--- src/include/hsg_pkg.sv ---
// constants and types of the haptic supply guard and trigger block
package hsg_pkg;
   // register addresses
   localparam logic [7:0] ADDR_CFG  = 8'h09;
   localparam logic [7:0] ADDR_THR1 = 8'h0a;
   localparam logic [7:0] ADDR_THR2 = 8'h0b;
   localparam logic [7:0] ADDR_FIRE = 8'h0c;
   // reset values
   localparam logic [7:0] RST_CFG   = 8'h00;
   localparam logic [7:0] RST_THR1  = 8'h92;
   localparam logic [7:0] RST_THR2  = 8'h8d;
   localparam logic [6:0] RST_FRSV  = 7'h00;
   // field positions of the supply config register and the fire register
   localparam int EXT_HI   = 7;
   localparam int EXT_LO   = 6;
   localparam int UVLO_HI  = 2;
   localparam int UVLO_LO  = 0;
   localparam int FIRE_BIT = 0;
   // extension enable codes
   localparam logic [1:0] EXT_OFF  = 2'h0;
   localparam logic [1:0] EXT_ONE  = 2'h1;
   localparam logic [1:0] EXT_BOTH = 2'h2;
   // undervoltage threshold in millivolts: base plus step per code
   localparam logic [11:0] UVLO_BASE_MV = 12'h9c4;
   localparam logic [11:0] UVLO_STEP_MV = 12'h064;
   // mode codes presented by the mode logic
   localparam logic [1:0] MODE_RTP  = 2'h0;
   localparam logic [1:0] MODE_SEQ  = 2'h1;
   localparam logic [1:0] MODE_DIAG = 2'h2;
   localparam logic [1:0] MODE_CAL  = 2'h3;
   typedef enum logic [0:0] {
      ST_IDLE = 1'b0,
      ST_RUN  = 1'b1
   } hsg_state_t;
   typedef enum logic [1:0] {
      LVL_NOM = 2'b00,
      LVL_ONE = 2'b01,
      LVL_TWO = 2'b10
   } hsg_lvl_t;
endpackage

--- src/include/hsg_clamp_if.sv ---
// carrier between the guard top and the clamp selector
`timescale 1ns/100ps
interface hsg_clamp_if;
   logic                  effect_start;
   logic [7:0]            supply_code;
   logic [1:0]            ext_en;
   logic [7:0]            thr_one;
   logic [7:0]            thr_two;
   logic [7:0]            clamp_nom;
   logic [7:0]            clamp_one;
   logic [7:0]            clamp_two;
   logic [7:0]            drive_limit;
   hsg_pkg::hsg_lvl_t     level;
   modport top (output effect_start, supply_code, ext_en, thr_one, thr_two, clamp_nom, clamp_one, clamp_two,
                input drive_limit, level);
   modport sel (input effect_start, supply_code, ext_en, thr_one, thr_two, clamp_nom, clamp_one, clamp_two,
                output drive_limit, level);
endinterface

--- src/design/hsg_clamp_select.sv ---
// clamp choice sampled at effect start and held for the effect
`timescale 1ns/100ps
module hsg_clamp_select (
   // clock and reset
   input  wire logic  clock,
   input  wire logic  ce,
   input  wire logic  srst,
   // link to top
   hsg_clamp_if.sel   cf
);
   typedef struct packed {
      logic [7:0]        limit;
      hsg_pkg::hsg_lvl_t level;
   } hsg_sel_t;
   localparam hsg_sel_t SEL_RST = '{limit: 8'h00, level: hsg_pkg::LVL_NOM};
   hsg_sel_t s_r;
   hsg_sel_t s_nxt;
   logic     en_one;
   logic     en_two;

   assign en_one = (cf.ext_en == hsg_pkg::EXT_ONE) || (cf.ext_en == hsg_pkg::EXT_BOTH); // see [RULE1]
   assign en_two = (cf.ext_en == hsg_pkg::EXT_BOTH); // see [RULE1]

   always_comb begin
      s_nxt = s_r;
      if (cf.effect_start) begin // see [RULE6]
         s_nxt.limit = cf.clamp_nom;
         s_nxt.level = hsg_pkg::LVL_NOM;
         if (en_one && (cf.supply_code < cf.thr_one)) begin // see [RULE4]
            s_nxt.limit = cf.clamp_one;
            s_nxt.level = hsg_pkg::LVL_ONE;
         end
         if (en_two && (cf.supply_code < cf.thr_two)) begin // see [RULE5] see [RULE15]
            s_nxt.limit = cf.clamp_two;
            s_nxt.level = hsg_pkg::LVL_TWO;
         end
      end
   end

   always_ff @(posedge clock) begin
      if (srst) begin
         s_r <= SEL_RST;
      end else if (ce) begin
         s_r <= s_nxt;
      end
   end

   assign cf.drive_limit = s_r.limit;
   assign cf.level       = s_r.level;
endmodule

--- src/design/hsg_guard_top.sv ---
// supply guard and process fire registers of the haptic driver
// Notes on behaviour
// [RULE1] the top two bits of the supply config select no extension, first level only, or both levels.
// [RULE2] a supply below the undervoltage threshold turns the output stage off at once and forces standby.
// [RULE3] the low three bits pick an undervoltage threshold from 2.5 V to 3.2 V in 0.1 V steps.
// [RULE4] with the first level on and supply below threshold one, the first clamp becomes the drive limit.
// [RULE5] with the second level on and supply below threshold two (reset 141), the second clamp is used.
// [RULE6] the supply is compared with the extension thresholds only at effect start and held for the effect.
// [RULE7] software keeps threshold one above threshold two.
// [RULE8] software keeps clamp one at or above clamp two.
// [RULE9] writing one to the fire bit starts the process chosen by the mode.
// [RULE10] in sequencer mode the fire bit triggers playback of the sequencer slots.
// [RULE11] the fire bit reads one while the process runs and clears itself when it completes.
// [RULE12] writing zero to the fire bit during playback aborts it at once, unless a trigger pin event arrives in the same cycle.
// [RULE13] a trigger pin event sets the fire bit just like a software write of one.
// [RULE14] the fire bit also launches calibration or diagnostics when the mode selects them.
// [RULE15] when both levels hit, the second clamp wins over the first.
`timescale 1ns/100ps
module hsg_guard_top (
   // clock and reset
   input  wire logic         clock,
   input  wire logic         ce,
   input  wire logic         srst,
   // register port
   input  wire logic [7:0]   reg_addr,
   input  wire logic         reg_wr,
   input  wire logic         reg_rd,
   input  wire logic [7:0]   reg_wdata,
   output logic [7:0]        reg_rdata,
   // supply measurement
   input  wire logic [11:0]  supply_mv,
   input  wire logic [7:0]   supply_code,
   // process control
   input  wire logic [1:0]   mode_sel,
   input  wire logic         trig_pulse,
   input  wire logic         process_done,
   input  wire logic         effect_start,
   output logic             proc_start,
   output logic             proc_abort,
   output logic             proc_busy,
   output logic             seq_play,
   output logic [1:0]        proc_mode,
   // drive stage
   input  wire logic [7:0]   nominal_clamp,
   input  wire logic [7:0]   drive_clamp_one,
   input  wire logic [7:0]   drive_clamp_two,
   output logic             output_stage_en,
   output logic             standby,
   output logic [7:0]        drive_limit,
   output logic [1:0]        clamp_level
);
   typedef struct packed {
      logic [7:0]          cfg;
      logic [7:0]          thr1;
      logic [7:0]          thr2;
      logic [6:0]          fire_rsv;
      hsg_pkg::hsg_state_t st;
      logic [1:0]          mode;
      logic [7:0]          rdata;
      logic                standby;
      logic                start;
      logic                abort;
   } hsg_main_t;
   localparam hsg_main_t MAIN_RST = '{cfg: hsg_pkg::RST_CFG, thr1: hsg_pkg::RST_THR1, thr2: hsg_pkg::RST_THR2,
                                      fire_rsv: hsg_pkg::RST_FRSV, st: hsg_pkg::ST_IDLE, mode: hsg_pkg::MODE_RTP,
                                      rdata: 8'h00, standby: 1'b1, start: 1'b0, abort: 1'b0};
   hsg_main_t   s_r;
   hsg_main_t   s_nxt;
   logic [2:0]  uvlo_sel;
   logic [11:0] uvlo_mv;
   logic        uvlo_now;
   logic        wr_fire;
   logic        fire_req;
   logic        busy;
   hsg_clamp_if cf ();

   assign uvlo_sel = s_r.cfg[hsg_pkg::UVLO_HI:hsg_pkg::UVLO_LO];
   assign uvlo_mv  = 12'(hsg_pkg::UVLO_BASE_MV + 12'(uvlo_sel) * hsg_pkg::UVLO_STEP_MV); // see [RULE3]
   assign uvlo_now = supply_mv < uvlo_mv; // see [RULE2]
   assign wr_fire  = reg_wr && (reg_addr == hsg_pkg::ADDR_FIRE);
   assign fire_req = (wr_fire && reg_wdata[hsg_pkg::FIRE_BIT]) || trig_pulse; // see [RULE9] see [RULE13]
   assign busy     = (s_r.st == hsg_pkg::ST_RUN);

   always_comb begin
      s_nxt = s_r;
      s_nxt.start = 1'b0;
      s_nxt.abort = 1'b0;
      if (reg_wr) begin
         if (reg_addr == hsg_pkg::ADDR_CFG) begin
            s_nxt.cfg = reg_wdata;
         end else if (reg_addr == hsg_pkg::ADDR_THR1) begin
            s_nxt.thr1 = reg_wdata;
         end else if (reg_addr == hsg_pkg::ADDR_THR2) begin
            s_nxt.thr2 = reg_wdata;
         end else if (reg_addr == hsg_pkg::ADDR_FIRE) begin
            s_nxt.fire_rsv = reg_wdata[7:1];
         end
      end
      if (reg_rd) begin
         if (reg_addr == hsg_pkg::ADDR_CFG) begin
            s_nxt.rdata = s_r.cfg;
         end else if (reg_addr == hsg_pkg::ADDR_THR1) begin
            s_nxt.rdata = s_r.thr1;
         end else if (reg_addr == hsg_pkg::ADDR_THR2) begin
            s_nxt.rdata = s_r.thr2;
         end else if (reg_addr == hsg_pkg::ADDR_FIRE) begin
            s_nxt.rdata = {s_r.fire_rsv, busy}; // see [RULE11]
         end else begin
            s_nxt.rdata = 8'h00;
         end
      end
      case (s_r.st)
         hsg_pkg::ST_IDLE: begin
            if (fire_req && !uvlo_now) begin // see [RULE9] see [RULE14]
               s_nxt.st      = hsg_pkg::ST_RUN;
               s_nxt.start   = 1'b1;
               s_nxt.mode    = mode_sel;
               s_nxt.standby = 1'b0;
            end
         end
         hsg_pkg::ST_RUN: begin
            if (uvlo_now) begin // see [RULE2]
               s_nxt.st    = hsg_pkg::ST_IDLE;
               s_nxt.abort = 1'b1;
            end else if (trig_pulse) begin
               s_nxt.st = hsg_pkg::ST_RUN;
            end else if (wr_fire && !reg_wdata[hsg_pkg::FIRE_BIT]) begin // see [RULE12]
               s_nxt.st    = hsg_pkg::ST_IDLE;
               s_nxt.abort = 1'b1;
            end else if (process_done) begin // see [RULE11]
               s_nxt.st = hsg_pkg::ST_IDLE;
            end
         end
         default: begin
            s_nxt.st = hsg_pkg::ST_IDLE;
         end
      endcase
      if (uvlo_now) begin
         s_nxt.standby = 1'b1; // see [RULE2]
      end
   end

   always_ff @(posedge clock) begin
      if (srst) begin
         s_r <= MAIN_RST;
      end else if (ce) begin
         s_r <= s_nxt;
      end
   end

   // clamp selector link
   assign cf.effect_start = effect_start && ce;
   assign cf.supply_code  = supply_code;
   assign cf.ext_en       = s_r.cfg[hsg_pkg::EXT_HI:hsg_pkg::EXT_LO];
   assign cf.thr_one      = s_r.thr1;
   assign cf.thr_two      = s_r.thr2;
   assign cf.clamp_nom    = nominal_clamp;
   assign cf.clamp_one    = drive_clamp_one;
   assign cf.clamp_two    = drive_clamp_two;

   hsg_clamp_select u_sel (
      .clock (clock),
      .ce    (ce),
      .srst  (srst),
      .cf    (cf.sel)
   );

   // outputs
   assign reg_rdata       = s_r.rdata;
   assign proc_start      = s_r.start;
   assign proc_abort      = s_r.abort;
   assign proc_busy       = busy;
   assign proc_mode       = s_r.mode;
   assign seq_play        = busy && (s_r.mode == hsg_pkg::MODE_SEQ); // see [RULE10]
   assign standby         = s_r.standby;
   assign output_stage_en = !s_r.standby && !uvlo_now; // see [RULE2]
   assign drive_limit     = cf.drive_limit;
   assign clamp_level     = cf.level;
endmodule

--- config.mk ---
export PLATFORM = sky130hd
export DESIGN_NAME = hsg_guard_top
export DESIGN_NICKNAME = d
export VERILOG_FILES = /design/src/include/hsg_pkg.sv /design/src/include/hsg_clamp_if.sv /design/src/design/hsg_clamp_select.sv /design/src/design/hsg_guard_top.sv
export SDC_FILE = /design/constraint.sdc
export NUM_CORES = 1
export LEC_CHECK = 0
export ABC_AREA = 1
export BUFFER_PORTS_ARGS = -buffer_cell sky130_fd_sc_hd__clkbuf_2
export CORE_ASPECT_RATIO = 1.4
export CORE_UTILIZATION = 40
export DETAILED_ROUTE_END_ITERATION = 10
export PLACE_DENSITY = 0.74
export SYNTH_ARGS = -nofsm -noshare
export SYNTH_HDL_FRONTEND = slang
export SYNTH_SLANG_ARGS = --single-unit
--- constraint.sdc ---
create_clock -name clock -period 5.95 [get_ports clock]
set_input_delay 0.2975 -clock clock [delete_from_list [all_inputs] [get_ports clock]]
set_output_delay 0.2975 -clock clock [all_outputs]
set_load 0.02 [all_outputs]
After elaboration in Yosys (flattened, before gate mapping)
Cells that the tools add are included.
{ "totals": {"mem_bits_ro": 0, "latchBits": 0, "ram_bits": 0, "input_bits": 70, "ff_bits": 55, "n_memories": 0, "output_inout_bits": 26, "elab_cells": 71} }
{ "classes": {"bitwise_logic": 4, "eq_ne": 8, "addsub": 1, "n_reduce_logical": 23, "mul": 1, "div": 0, "order_cmp": 3, "mux": 19, "shifts": 0} }
{ "ops": {"columns": ["cell", "n"], "rows": [
  ["equality test 8 x 4 -> 1 bit, second input constant", 4],
  ["two-way mux 8 bit", 4],
  ["two-way mux 10 bit", 2],
  ["less-than comparator 8 bit", 2],
  ["adder 12 x 10 -> 12 bit, first input constant", 1],
  ["less-than comparator 12 bit", 1],
  ["logical AND 1 bit", 9],
  ["two-way mux 1 bit", 9],
  ["AND reduction 3 bit", 3],
  ["multiplier 3 x 5 -> 8 bit, second input constant", 1],
  ["AND reduction 6 bit", 1],
  ["AND reduction 5 bit", 1],
  ["equality test 2 x 1 -> 1 bit, second input constant", 2],
  ["two-way mux 2 bit", 2],
  ["inverter 1 bit", 4],
  ["AND reduction 2 bit", 2],
  ["AND reduction 4 bit", 1],
  ["zero test 1 bit", 3],
  ["two-way mux 3 bit", 1],
  ["equality test 2 bit, second input constant", 1],
  ["logical OR 1 bit", 2],
  ["!= test 2 x 1 -> 1 bit, second input constant", 1],
  ["one-hot mux 1 bit (2 select lines)", 1],
  ["nonzero test 2 bit", 1]
]} }

Depth between registers and ports, before layout
{ "logic_depth": {"word_depth": 8, "ltp_mapped": 15, "depth_no_buf": 15} }

By module
Synthesis repeated with hierarchy kept, for this count alone.
{ "hier_totals": {"cells_unflattened": 498, "area_unflattened_um2": 3534.6} }
{ "modules_own_cells": {"columns": ["mod", "instances", "area_per_inst_um2", "seq_area_each_um2", "cells_each"], "rows": [
  ["hsg_guard_top", 1, 2499.9, 900.9, 349],
  ["hsg_clamp_select", 1, 1034.7, 200.2, 149]
]} }

Least setup slack after synthesis
No wires, ideal clock.
{ "synth_timing": {"path_type": "register -> output", "start": "reg s_r[38] (netlist name)", "end": "out output_stage_en", "arrival_time_ns": 2.383, "required_ns": 5.653, "stages_incl_launch_ff": 14, "setup_slack_ns": 3.270, "n_path_buf": 0, "path_cell_list": "dfxtp_1 > inv_1 > ha_1 > nor2_1 > ha_1 > nor3_1 > xnor2_1 > ha_1 > a21oi_1 > nor2_1 > a21oi_1 > nand3_1 > nand2_1 > inv_1"} }
{ "synth_via": {"elab_chain_len": 5} }
{ "synth_rtl": {"columns": ["element", "line", "rtl"], "rows": [
  ["start, declared", "hsg_guard_top.sv:67", "hsg_main_t s_r;"],
  ["start signal, assigned", "hsg_guard_top.sv:147", "s_r <= s_nxt;"],
  ["multiplier 3 x 5 -> 8 bit", "hsg_guard_top.sv:78", "assign uvlo_mv = 12'(hsg_pkg::UVLO_BASE_MV + 12'(uvlo_sel) * hsg_pkg::UVLO_STEP_MV);"],
  ["adder 12 x 10 -> 12 bit", "hsg_guard_top.sv:78", null],
  ["less-than comparator 12 bit", "hsg_guard_top.sv:79", "assign uvlo_now = supply_mv < uvlo_mv;"],
  ["zero test 1 bit", "hsg_guard_top.sv:176", "assign output_stage_en = !s_r.standby && !uvlo_now;"],
  ["logical AND 1 bit", "hsg_guard_top.sv:176", null],
  ["end, declared", "hsg_guard_top.sv:47", "output logic output_stage_en,"]
]} }
No other way between the ends.

Worst setup path in the final report
Same ends and word-level chain as after synthesis.

==> flow_summary.json <==
{
  "final_layout_size_suffix_gt1_share_pct": 20.6,
  "cp-start-kind": "register",
  "final_common_cell": "nand2_1",
  "worstMarginPinSlew_ps": 815,
  "syn2layout_area_growth_pct": 17.7,
  "fin_ws_ps": 2540,
  "drtAntennaViolNets": 0,
  "grt_pass1_vias": 3197,
  "finalSetupTns_ps": 0,
  "synth_seq_cells": 55,
  "start_util_pct": 41.7,
  "required_ps": 5650,
  "post-place-ws_ps": 2870,
  "htreeDepth": 2,
  "worstSkewPairLatency_ps": 300,
  "total_leakage_power_nw": 2.17,
  "wl_per_cell_um": 12.7,
  "p_seq_share_pct": 46.3,
  "synthTopCellsByArea": "dfxtp_1 (32%), nand2_1 (12%), ha_1 (10%)",
  "crit_fanout": 7,
  "cts.repair.resized": 0,
  "io_buffers": 93,
  "max_freq_mhz": 293,
  "vias": 3433,
  "switching_power_w": 0.000200,
  "yosys_warnings": 0,
  "grt_pass1_wl_um": 14100,
  "powerDensity_nw_per_um2": 199,
  "gp_congestion": 0.849,
  "synth_top_area_share_pct": 31.8,
  "end_kind": "output port",
  "finalInstanceArea_um2": 4070,
  "fin_nets": 677,
  "synth_largest_area_cell": "dfxtp_1",
  "die_area_um2": 9030,
  "drt_first_pass_iters": 4,
  "path_class": "reg -> out",
  "cts_buffer_depth": 2,
  "numCtsBuffers": 5,
  "synth-seq-area-share_pct": 31.8,
  "clk_pin_slew_ps": 70,
  "period_share_pct": 57.4,
  "max_cap_viol_count": 0,
  "yosysUniqueCellTypes": 30,
  "final_cell_mix": "nand2_1 (107), clkbuf_2 (93), inv_1 (77)",
  "drv_slew": 0,
  "drc": 0,
  "num_rows": 39,
  "fillers": 878,
  "dp_cells": 673,
  "period_minus_slack_ps": 3410,
  "clock-root-buffer": "clkbuf_16",
  "synthesis.area_um2": 3460,
  "final_hold_viol_count": 0,
  "syn-num-nets": 600,
  "cts_tree": "yes",
  "clock_sinks": 55,
  "p_clk_share_pct": 41.7,
  "drt_iter0_drc": 205,
  "die_y_um": 112,
  "antenna-diode-count": 0,
  "postCtsSetupBuffers": 0,
  "viasPerCell": 5.04,
  "ctsHoldBuffers": 0,
  "ios": 96,
  "grt_max_degree": 31,
  "place_area_um2": 3910,
  "dieWidth_um": 80.6,
  "combPwrFrac_pct": 11.9,
  "grt_overflow_total": 0,
  "setup_viol": 0,
  "antenna_found_initial": 0,
  "syn-instance-count": 501,
  "cp.arrival_ps": 3120,
  "avgSynthCellArea_um2": 6.91,
  "grt_usage_pct": 19.9,
  "status": "finished clean",
  "p_sw_share_pct": 24.6,
  "wl_um": 8630,
  "fp.coreArea_um2": 8300,
  "finalClockSkew_ps": 9.54,
  "rsz0062_at_grt": "no",
  "internal_power_w": 0.000611,
  "relSlewSlack_pct": 45.6,
  "worst_hold_path_type": "in -> reg",
  "final_cells": 681,
  "max-vdd-ir-drop_mv": 0.131,
  "dp_hpwl_um": 6760
}
-- through the flow --
stage / hold WS (ps) / total power, W / util, %
detailed placement: 436 / 0.000481 / 47.1
floorplan: 420 / 0.000440 / -
global route: 258 / 0.000845 / 49.1
global placement: 430 / 0.000478 / 47.1
CTS: 237 / 0.000816 / 49.1
finish: 242 / 0.000811 / 49.1
-- power by group through the flow --
stage                     logic [W]  clock network (W)  registers, W
final                     0.0000967           0.000338      0.000376
after global placement    0.0000941                  0      0.000384
after floorplan           0.0000508                  0      0.000389
after global routing       0.000109           0.000360      0.000376
after CTS                 0.0000971           0.000343      0.000376
after detailed placement  0.0000967                  0      0.000384
-- routing by layer --
| layer | vias to the layer above | GRT usage (%) | share of wire, % |
|---|---|---|---|
| li1 | 1779 | - | - |
| met1 | 1548 | 23.2 | 42 |
| met2 | 91 | 34.5 | 50 |
| met3 | 15 | 3.74 | 5.1 |
| met4 | 0 | 9.05 | 2.8 |
| met5 | - | 0 | 0 |
-- worst max-delay path: stages, from the launching register on --
cell and delay [ps]:
dfxtp_1 430, inv_1 100, ha_1 330, nor2_1 120, ha_1 270, nor3_1 240, xnor2_1 140, ha_1 260
a21oi_1 130, nor2_1 50, a21oi_1 140, nand3_1 270, nand2_1 140, inv_1 50, clkbuf_2 150
-- logic make-up after synthesis --
kind of cell	Yosys count	share of synthesized area, %
flip-flops	55	31.8
buffers and inverters	102	12.8
adder cells (fa/ha/maj)	29	10.5
AO/OA/AOI/OAI	108	17.5
AND/OR/NAND/NOR	201	25.8
XOR/XNOR	6	1.52
-- final timing paths --
| kind | from | end | slack [ps] | depth (start not counted) |
|---|---|---|---|---|
| worst min-delay path | mode_sel[0] | proc_mode[0]$_SDFFE_PP0P_ | 240 | 3 |
| worst max register to register | s_r[38]$_SDFFE_PP0P_ | proc_mode[0]$_SDFFE_PP0P_ | 2970 | 15 |
| worst max-delay path | s_r[38]$_SDFFE_PP0P_ | output_stage_en | 2540 | 14 |
| worst min register to register | s_r[40]$_SDFFE_PP0P_ | s_r[40]$_SDFFE_PP0P_ | 450 | 2 |
-- registers in the layout, summed over array words and instances, names as in the netlist --
register and flops:
cf.ext_en 2, cf.thr_one 8, cf.thr_two 8, proc_abort 1, proc_busy 1, proc_mode 2, proc_start 1, reg_rdata 8
s_r 13, standby 1, u_sel.cf.drive_limit 8, u_sel.cf.level 2
-- synth_stat cells --
| cell type | n |
|---|---|
| a211oi_1 | 2 |
| a211oi_2 | 2 |
| a21oi_1 | 45 |
| a21oi_2 | 1 |
| buf_2 | 4 |
| buf_4 | 11 |
| buf_6 | 2 |
| clkbuf_1 | 6 |
| dfxtp_1 | 55 |
| ha_1 | 29 |
| inv_1 | 77 |
| inv_2 | 2 |
| nand2_1 | 107 |
| nand2_2 | 4 |
| nand3_1 | 44 |
| nand3_2 | 2 |
| nand4_1 | 5 |
| nand4_4 | 1 |
| nor2_1 | 27 |
| nor2_2 | 4 |
| nor3_1 | 5 |
| nor3_4 | 1 |
| o211ai_1 | 7 |
| o21ai_0 | 41 |
| o21ai_2 | 1 |
| o21bai_1 | 8 |
| o22ai_1 | 1 |
| or2_2 | 1 |
| xnor2_1 | 3 |
| xor2_1 | 3 |
-- layout make-up --
class,count,area [um^2],share of cell area (%)
Timing Repair Buffer,93,465,11.4
Tap cell,102,128,3.13
Sequential cell,55,1100,27.0
Inverter,79,297,7.28
Clock inverter,2,38.8,0.952
Multi-Input combinational cell,344,1920,47.0
Clock buffer,6,129,3.16
(Power assumes the default switching activity.)
